File: config.mk
export PLATFORM = sky130hd
export DESIGN_NAME = amp_fault_status_and_report
export DESIGN_NICKNAME = d
export VERILOG_FILES = /design/src/core/amp_fault_pkg.sv /design/src/core/amp_fault_status_and_report.sv
export VERILOG_INCLUDE_DIRS = /design/src /design/src/core
export SDC_FILE = /design/constraint.sdc
export NUM_CORES = 1
export LEC_CHECK = 0
export BUFFER_PORTS_ARGS = -buffer_cell sky130_fd_sc_hd__buf_2
export CAP_MARGIN = 20
export CORE_MARGIN = 2
export CORE_UTILIZATION = 35
export DETAILED_ROUTE_END_ITERATION = 7
export SYNTH_ARGS = -nofsm -noshare
export SYNTH_HDL_FRONTEND = slang
export SYNTH_SLANG_ARGS = --single-unit
File: constraint.sdc
create_clock -name clk_sys -period 1.35 [get_ports clk_sys]
set_input_delay 0.0675 -clock clk_sys [delete_from_list [all_inputs] [get_ports clk_sys]]
set_output_delay 0.0675 -clock clk_sys [all_outputs]
set_load 0.02 [all_outputs]
File: src/core/amp_fault_map.svh
// register offsets, field positions and reset values of the fault register group
`ifndef AMP_FAULT_MAP_SVH
`define AMP_FAULT_MAP_SVH

`define OFS_CHAN_STATUS   8'h70
`define OFS_GLOBAL_A      8'h71
`define OFS_GLOBAL_B      8'h72
`define OFS_TEMP_WARN     8'h73
`define OFS_REPORT_MASK   8'h74
`define OFS_LATCH_CTRL    8'h75
`define OFS_RECOV_CTRL    8'h76
`define OFS_FAULT_CLEAR   8'h78

`define RST_REPORT_MASK   8'h00
`define RST_ZERO          8'h00
`define RST_LATCH_CTRL    8'hf8

// channel status fields
`define B_LEFT_DC         3
`define B_RIGHT_DC        2
`define B_LEFT_OC         1
`define B_RIGHT_OC        0
// global status a fields
`define B_MEM_CHECK       7
`define B_BIQUAD_FAIL     6
`define B_CLOCK_FAULT     2
`define B_SUPPLY_OV       1
`define B_SUPPLY_UV       0
// global status b / warning fields
`define B_THERMAL_SD      0
`define B_THERMAL_WARN    2
// report mask fields
`define B_MASK_SD         7
`define B_MASK_LOGIC_UV   6
`define B_MASK_LOGIC_OV   5
`define B_MASK_CLOCK      4
`define B_MASK_PWR_UV     3
`define B_MASK_PWR_OV     2
`define B_DC_FAULT_REPORT_BLOCK         1
`define B_OVERCURRENT_REPORT_BLOCK         0
// latch control fields
`define B_HOLD_CLOCK      5
`define B_HOLD_SD         4
`define B_HOLD_WARN       3
`define B_MASK_WARN       2
// recovery and detect control fields
`define B_DETECT_HOLD     7
`define B_AUTO_RECOVER    4
// fault clear trigger
`define B_ANALOG_CLEAR    7

`endif

File: src/core/amp_fault_pkg.sv
// types shared by the fault register group
`default_nettype none
package amp_fault_pkg;
    typedef logic [7:0] reg_byte_t;
endpackage
`default_nettype wire

File: src/core/amp_fault_status_and_report.sv
// fault status, masking and latching register group of a class-d amplifier
//
// Overview of operation
// - left dc fault at status bit 3, right at bit 2, read-only, reset zero
// - left over-current at status bit 1, right at bit 0
// - global a bit 7 flags failed memory integrity check
// - global a bit 6 flags failed latest biquad coefficient write
// - global b bit 0 flags thermal shutdown; other bits read zero
// - warning register bit 2 flags die temperature at warning threshold
// - mask bit 7 keeps thermal shutdown off the fault report
// - mask bits 6 and 5 block logic supply under and overvoltage
// - mask bit 4 keeps clock faults off the fault report
// - mask bits 3 and 2 block power supply under and overvoltage
// - mask bits 1 and 0 block dc and over-current faults
// - latch control bit 5 holds clock fault, resets to one
// - latch control bit 4 holds thermal shutdown, resets to one
// - latch control bit 3 holds thermal warning, resets to one
// - latch control bit 2 blocks thermal warning report, resets zero
// - recovery bit 7 latches clock detect status, else it follows live
// - recovery bit 4 enables automatic thermal shutdown recovery
// - writing one to clear bit 7 clears latched analog faults

`timescale 1ns/1ps
`default_nettype none
`include "amp_fault_map.svh"

module amp_fault_status_and_report
    import amp_fault_pkg::*;
(
    input  wire logic       clk_sys,
    input  wire logic       rst,
    // register port
    input  wire logic [7:0] reg_addr,
    input  wire logic       reg_wr,
    input  wire logic [7:0] reg_wdata,
    output logic [7:0]      reg_rdata,
    // raw detector conditions
    input  wire logic       left_dc_in,
    input  wire logic       right_dc_in,
    input  wire logic       left_oc_in,
    input  wire logic       right_oc_in,
    input  wire logic       mem_check_err_in,
    input  wire logic       biquad_fail_in,
    input  wire logic       clock_fault_in,
    input  wire logic       supply_ov_in,
    input  wire logic       supply_uv_in,
    input  wire logic       logic_ov_in,
    input  wire logic       logic_uv_in,
    input  wire logic       thermal_sd_in,
    input  wire logic       thermal_warn_in,
    input  wire logic       clock_detect_in,
    // outputs
    output logic            fault_report,
    output logic            clock_detect_status,
    output logic            thermal_auto_recover,
    output logic            thermal_shutdown_active
);

    // ------------------------------------------------------------------
    // state
    // ------------------------------------------------------------------
    reg_byte_t mask_q, mask_d;
    reg_byte_t latch_ctrl_q, latch_ctrl_d;
    reg_byte_t recov_q, recov_d;
    logic left_dc_fault_flag_q, left_dc_fault_flag_d;
    logic right_dc_fault_flag_q, right_dc_fault_flag_d;
    logic left_overcurrent_flag_q, left_overcurrent_flag_d;
    logic right_overcurrent_flag_q, right_overcurrent_flag_d;
    logic mem_check_flag_q, mem_check_flag_d;
    logic biquad_write_failure_flag_q, biquad_write_failure_flag_d;
    logic clock_fault_flag_q, clock_fault_flag_d;
    logic power_supply_overvoltage_flag_q, power_supply_overvoltage_flag_d;
    logic power_supply_undervoltage_flag_q, power_supply_undervoltage_flag_d;
    logic thermal_shutdown_flag_q, thermal_shutdown_flag_d;
    logic thermal_warning_flag_q, thermal_warning_flag_d;
    logic clock_detect_q, clock_detect_d;
    logic report_q, report_d;
    logic clear_hit;

    // hold or follow a condition; a live event wins over the clear
    function automatic logic hold_flag(input logic flag, input logic cond,
                                       input logic hold, input logic clr);
        hold_flag = hold ? (cond | (flag & ~clr)) : cond;
    endfunction

    // ------------------------------------------------------------------
    // register writes
    // ------------------------------------------------------------------
    always_comb
    begin
        mask_d       = mask_q;
        latch_ctrl_d = latch_ctrl_q;
        recov_d      = recov_q;
        clear_hit    = 1'b0;
        if (reg_wr)
        begin
            case (reg_addr)
                `OFS_REPORT_MASK: mask_d       = reg_wdata;
                `OFS_LATCH_CTRL:  latch_ctrl_d = reg_wdata;
                `OFS_RECOV_CTRL:  recov_d      = reg_wdata;
                `OFS_FAULT_CLEAR: clear_hit    = reg_wdata[`B_ANALOG_CLEAR];
                default:          clear_hit    = 1'b0;
            endcase
        end
    end

    // ------------------------------------------------------------------
    // fault flags
    // ------------------------------------------------------------------
    always_comb
    begin
        // analog faults hold until the clear trigger
        left_dc_fault_flag_d      = hold_flag(left_dc_fault_flag_q, left_dc_in, 1'b1,
                                              clear_hit);
        right_dc_fault_flag_d     = hold_flag(right_dc_fault_flag_q, right_dc_in, 1'b1,
                                              clear_hit);
        left_overcurrent_flag_d   = hold_flag(left_overcurrent_flag_q, left_oc_in, 1'b1,
                                              clear_hit);
        right_overcurrent_flag_d  = hold_flag(right_overcurrent_flag_q, right_oc_in, 1'b1,
                                              clear_hit);
        power_supply_overvoltage_flag_d  = hold_flag(power_supply_overvoltage_flag_q,
                                                     supply_ov_in, 1'b1, clear_hit);
        power_supply_undervoltage_flag_d = hold_flag(power_supply_undervoltage_flag_q,
                                                     supply_uv_in, 1'b1, clear_hit);
        // digital status follows its source
        mem_check_flag_d            = mem_check_err_in;
        biquad_write_failure_flag_d = biquad_fail_in;
        // selectable hold
        clock_fault_flag_d = hold_flag(clock_fault_flag_q, clock_fault_in,
                                       latch_ctrl_q[`B_HOLD_CLOCK], clear_hit);
        thermal_shutdown_flag_d = hold_flag(thermal_shutdown_flag_q, thermal_sd_in,
                                            latch_ctrl_q[`B_HOLD_SD], clear_hit);
        thermal_warning_flag_d = hold_flag(thermal_warning_flag_q, thermal_warn_in,
                                           latch_ctrl_q[`B_HOLD_WARN], clear_hit);
        clock_detect_d = hold_flag(clock_detect_q, clock_detect_in,
                                   recov_q[`B_DETECT_HOLD], clear_hit);
        // auto recovery releases a held shutdown once the die cools
        if (recov_q[`B_AUTO_RECOVER] && !thermal_sd_in)
        begin
            thermal_shutdown_flag_d = 1'b0;
        end
    end

    // ------------------------------------------------------------------
    // fault report, masked sources other than logic supply still visible in status
    // ------------------------------------------------------------------
    always_comb
    begin
        report_d = 1'b0;
        if (!mask_q[`B_MASK_SD] && thermal_shutdown_flag_q) report_d = 1'b1;
        if (!mask_q[`B_MASK_LOGIC_UV] && logic_uv_in) report_d = 1'b1;
        if (!mask_q[`B_MASK_LOGIC_OV] && logic_ov_in) report_d = 1'b1;
        if (!mask_q[`B_MASK_CLOCK] && clock_fault_flag_q) report_d = 1'b1;
        if (!mask_q[`B_MASK_PWR_UV] && power_supply_undervoltage_flag_q)
            report_d = 1'b1;
        if (!mask_q[`B_MASK_PWR_OV] && power_supply_overvoltage_flag_q)
            report_d = 1'b1;
        if (!mask_q[`B_DC_FAULT_REPORT_BLOCK] && (left_dc_fault_flag_q || right_dc_fault_flag_q))
            report_d = 1'b1;
        if (!mask_q[`B_OVERCURRENT_REPORT_BLOCK] && (left_overcurrent_flag_q || right_overcurrent_flag_q))
            report_d = 1'b1;
        if (!latch_ctrl_q[`B_MASK_WARN] && thermal_warning_flag_q) report_d = 1'b1;
    end

    // ------------------------------------------------------------------
    // registers
    // ------------------------------------------------------------------
    always_ff @(posedge clk_sys or posedge rst)
    begin
        if (rst)
        begin
            mask_q                           <= `RST_REPORT_MASK;
            latch_ctrl_q                     <= `RST_LATCH_CTRL;
            recov_q                          <= `RST_ZERO;
            left_dc_fault_flag_q             <= 1'b0;
            right_dc_fault_flag_q            <= 1'b0;
            left_overcurrent_flag_q          <= 1'b0;
            right_overcurrent_flag_q         <= 1'b0;
            mem_check_flag_q                 <= 1'b0;
            biquad_write_failure_flag_q      <= 1'b0;
            clock_fault_flag_q               <= 1'b0;
            power_supply_overvoltage_flag_q  <= 1'b0;
            power_supply_undervoltage_flag_q <= 1'b0;
            thermal_shutdown_flag_q          <= 1'b0;
            thermal_warning_flag_q           <= 1'b0;
            clock_detect_q                   <= 1'b0;
            report_q                         <= 1'b0;
        end
        else
        begin
            mask_q                           <= mask_d;
            latch_ctrl_q                     <= latch_ctrl_d;
            recov_q                          <= recov_d;
            left_dc_fault_flag_q             <= left_dc_fault_flag_d;
            right_dc_fault_flag_q            <= right_dc_fault_flag_d;
            left_overcurrent_flag_q          <= left_overcurrent_flag_d;
            right_overcurrent_flag_q         <= right_overcurrent_flag_d;
            mem_check_flag_q                 <= mem_check_flag_d;
            biquad_write_failure_flag_q      <= biquad_write_failure_flag_d;
            clock_fault_flag_q               <= clock_fault_flag_d;
            power_supply_overvoltage_flag_q  <= power_supply_overvoltage_flag_d;
            power_supply_undervoltage_flag_q <= power_supply_undervoltage_flag_d;
            thermal_shutdown_flag_q          <= thermal_shutdown_flag_d;
            thermal_warning_flag_q           <= thermal_warning_flag_d;
            clock_detect_q                   <= clock_detect_d;
            report_q                         <= report_d;
        end
    end

    // ------------------------------------------------------------------
    // read mux, reserved bits read zero
    // ------------------------------------------------------------------
    always_comb
    begin
        reg_rdata = `RST_ZERO;
        case (reg_addr)
            `OFS_CHAN_STATUS:
            begin
                reg_rdata[`B_LEFT_DC]  = left_dc_fault_flag_q;
                reg_rdata[`B_RIGHT_DC] = right_dc_fault_flag_q;
                reg_rdata[`B_LEFT_OC]  = left_overcurrent_flag_q;
                reg_rdata[`B_RIGHT_OC] = right_overcurrent_flag_q;
            end
            `OFS_GLOBAL_A:
            begin
                reg_rdata[`B_MEM_CHECK]   = mem_check_flag_q;
                reg_rdata[`B_BIQUAD_FAIL] = biquad_write_failure_flag_q;
                reg_rdata[`B_CLOCK_FAULT] = clock_fault_flag_q;
                reg_rdata[`B_SUPPLY_OV]   = power_supply_overvoltage_flag_q;
                reg_rdata[`B_SUPPLY_UV]   = power_supply_undervoltage_flag_q;
            end
            `OFS_GLOBAL_B:   reg_rdata[`B_THERMAL_SD] = thermal_shutdown_flag_q;
            `OFS_TEMP_WARN:  reg_rdata[`B_THERMAL_WARN] = thermal_warning_flag_q;
            `OFS_REPORT_MASK: reg_rdata = mask_q;
            `OFS_LATCH_CTRL:  reg_rdata = latch_ctrl_q;
            `OFS_RECOV_CTRL:  reg_rdata = recov_q;
            default:          reg_rdata = `RST_ZERO;
        endcase
    end

    // outputs straight from flops
    assign fault_report            = report_q;
    assign clock_detect_status     = clock_detect_q;
    assign thermal_auto_recover    = recov_q[`B_AUTO_RECOVER];
    assign thermal_shutdown_active = thermal_shutdown_flag_q;
endmodule

`default_nettype wire

==> results.py <==
metrics = {
    "run_status": {
        "status": "finished, violations left",
        "violations": "setup timing",
    },
    "layout": {
        "drive_above_1_share_pct": 61.5,
        "regArea_um2": 932,
        "n_antenna_cell": 0,
        "area_delta_synth_final_pct": 50.3,
        "nFillCells": 417,
        "fin_nets": 258,
        "multi_input_comb_area_um2": 875,
        "finalNonFillerCells": 293,
    },
    "synthesis": {
        "synthCells": 136,
        "syn_area_mm2": 0.00174,
        "ys.flop_type": "dfrtp_1",
        "synth_top_area_cell": "dfrtp_1",
        "synth_cell_types": 28,
        "async_flop_share_pct": 100,
        "syn-num-nets": 169,
        "synth_common_cells": "dfrtp_1 (32), mux2_2 (30), a22oi_1 (10), o22ai_1 (7), a21o_1 (6)",
        "synth_area_leaders": "dfrtp_1 (46%), mux2_2 (19%), dfstp_2 (7.5%)",
        "synth.most_common_cell": "dfrtp_1",
        "ys_seq_area_share_pct": 53.5,
        "avgSynthCellArea_um2": 12.8,
        "synth-edff-count": 0,
        "yosysTopAreaCellShare_pct": 45.9,
        "synth_warnings": 0,
        "synth_seq_cells": 37,
    },
    "routing": {
        "num_vias": 1457,
        "wirelength_mm": 4.49,
        "first_iter_violations": 62,
        "ant_nets": 0,
        "viasPerCell": 4.97,
        "drc_errors": 0,
        "wl_per_cell_um": 15.3,
        "drt_first_pass_iters": 4,
    },
    "placed_design": {
        "dp_cells": 259,
        "io_buffers": 44,
        "gp_congestion": 0.838,
        "pre_cts_ws_ns": -0.139,
        "dp_hpwl_mm": 3.25,
    },
    "clocking": {
        "clkTransAtPathRegs_ns": 0.07,
        "cts.sinks": 37,
        "root_buffer": "clkbuf_8",
        "htreeDepth": 2,
        "cts_buffers": 5,
        "insertion_delay_ns": 0.29,
        "cts_tree": "yes",
        "clockBufferDepth": 2,
    },
    "timing": {
        "period_share_pct": 106,
        "timing.final.hold_violations": 0,
        "tightest_slew_ns": 0.462,
        "fin_skew_ns": 0.00638,
        "fin_ws_ns": -0.0798,
        "fmax_ghz": 0.699,
        "setup_viol": 8,
        "tns_ns": -0.426,
        "grt_setup_unrepaired": "yes",
        "relSlewSlack_pct": 69.2,
        "min_period_ns": 1.43,
        "holdWs_ns": 0.0261,
        "timing.final.max_slew_violations": 0,
    },
    "global_route": {
        "grt_max_degree": 38,
        "met3_usage_pct": 5.42,
        "antenna_found_initial": 0,
        "grt-ovfl-total": 0,
        "gr-usage-all-layers_pct": 16.9,
        "grt.busiest_layer": "met2",
        "grt_pass1_wl_mm": 6.93,
        "grt_pass1_vias": 1494,
        "use_met1_pct": 21.9,
        "grtUsageMet2_pct": 27.4,
    },
    "setup_path": {
        "crit_type": "reg2out",
        "worstPathRequired_ns": 1.28,
        "start_kind": "flop",
        "worstPathArrival_ns": 1.36,
        "reg2reg_depth": 4,
        "crit_path_end_kind": "primary output",
        "worstPathMaxFanout": 2,
        "reg2reg_slack_ns": -0.01,
    },
    "power": {
        "pwr-share-seq_pct": 53.1,
        "power_density_mw_per_mm2": 851,
        "ir_drop_mv": 0.575,
        "clkPwrFrac_pct": 32.7,
        "p_leak_nw": 1.23,
        "p_comb_share_pct": 14.2,
        "p_int_w": 0.00169,
        "power_w": 0.00223,
        "power.switching_w": 0.000540,
        "switching_share_pct": 24.2,
    },
    "worst_hold_path": {
        "hold_depth": 2,
        "hold_class": "in2reg",
    },
    "floorplanning": {
        "rows": 25,
        "die-area_mm2": 0.00556,
        "initial_core_util_pct": 36.7,
        "die_w_um": 74.6,
        "coreArea_mm2": 0.00475,
        "die_y_um": 74.6,
        "io_pins": 45,
    },
    "job": {
        "maxCapViolations": 0,
    },
}
## registers in the layout, summed over array words and instances, names as in the netlist
register / flops
fault_report: 1
left_overcurrent_flag_q: 1
thermal_shutdown_active: 1
left_dc_fault_flag_q: 1
mask_q: 8
power_supply_undervoltage_flag_q: 1
mem_check_flag_q: 1
thermal_warning_flag_q: 1
latch_ctrl_q: 8
right_overcurrent_flag_q: 1
clock_detect_status: 1
right_dc_fault_flag_q: 1
clock_fault_flag_q: 1
power_supply_overvoltage_flag_q: 1
recov_q: 8
biquad_write_failure_flag_q: 1
## power by group through the flow
stage / logic [W] / registers [W] / clock network [W]
2_1_floorplan: 0.000121 / 0.00120 / 0
3_3_place_gp: 0.000223 / 0.00121 / 0
3_5_place_dp: 0.000230 / 0.00121 / 0
4_1_cts: 0.000299 / 0.00118 / 0.000752
5_1_grt: 0.000347 / 0.00119 / 0.000800
6_report: 0.000317 / 0.00118 / 0.000729
## cell type report
cell class                      instances  area share (%)
Tap cell                               67            3.20
Timing Repair Buffer                   87            23.8
Clock inverter                          2           0.382
Inverter                                6           0.860
Clock buffer                            6            2.77
Multi-Input combinational cell         88            33.4
Sequential cell                        37            35.6
## per-stage QoR
step	cell area (um^2)	util [%]
final	2620	55.1
after global routing	2620	55.1
after CTS	2540	53.3
after detailed placement	2170	45.7
after global placement	2170	45.7
after floorplan	1750	-
## cells by family after synthesis
logic type,synth area share [%]
and+or+nand+nor,8.40
DFF,53.5
buffers and inverters,2.66
muxes,22.5
AOI/OAI and AO/OA,12.9
## timing repair
action / 4_1_cts / 5_1_grt
pin swaps: 4 / 4
gates cloned: 0 / 0
endpoints found under the setup margin: 8 / 9
hold buffers: 13 / 0
buffers inserted: 11 / 2
gates resized for setup: 16 / 15
endpoints found under the hold margin: 44 / 0
## worst max-delay path: stages, from the launching register on
cell and delay [ns]:
dfrtp_1 0.38, mux2_2 0.27, a22oi_2 0.17, o32ai_4 0.11
buf_6 0.14
## final timing paths
check                                   startpoint                  to
setup / recovery                        recov_q[1]        reg_rdata[1]
hold / removal                        reg_wdata[6]          recov_q[6]
setup reg to reg           thermal_shutdown_active        fault_report
hold reg to reg                         recov_q[0]          recov_q[0]
max in group asynchronous                      rst     latch_ctrl_q[3]
min in group asynchronous                      rst  clock_fault_flag_q
## cells in the final DEF (no fill, tap or decap)
cell type      netlist  layout
buf_2                4      37
dfrtp_1             32      32
buf_4                0      31
mux2_2              30      30
dlygate4sd3_1        0      13
a22oi_2              0       9
a21o_1               6       6
nor2_1               5       5
o22ai_1              7       5
clkbuf_8             0       5
dfstp_2              5       5
buf_6                0       5
inv_1                5       4
mux2_1               4       4
nor2b_1              3       3
nand2_1              4       3
a31o_2               3       3
o22ai_2              0       2
and3_1               2       2
nand2b_4             0       2
clkinv_2             0       2
and4b_1              1       1
nand4_1              1       1
nand2_2              0       1
clkinv_1             1       1
or3b_4               0       1
mux2i_1              1       1
o32ai_4              0       1
a22oi_1             10       1
nand4b_1             1       1
inv_2                0       1
nand2b_1             3       1
o2111ai_4            0       1
or4_4                0       1
a41o_1               1       1
nand4_2              1       1
and3b_1              1       1
clkbuf_1             1       1
buf_12               0       1
## per-layer routing
metal / wire length [um] / part of all wire, %
met1: 2040 / 45
met2: 2160 / 48
met4: 35 / 0.78
met3: 244 / 5.4
met5: 0 / 0
No activity file was read; power rests on OpenSTA's default activity.
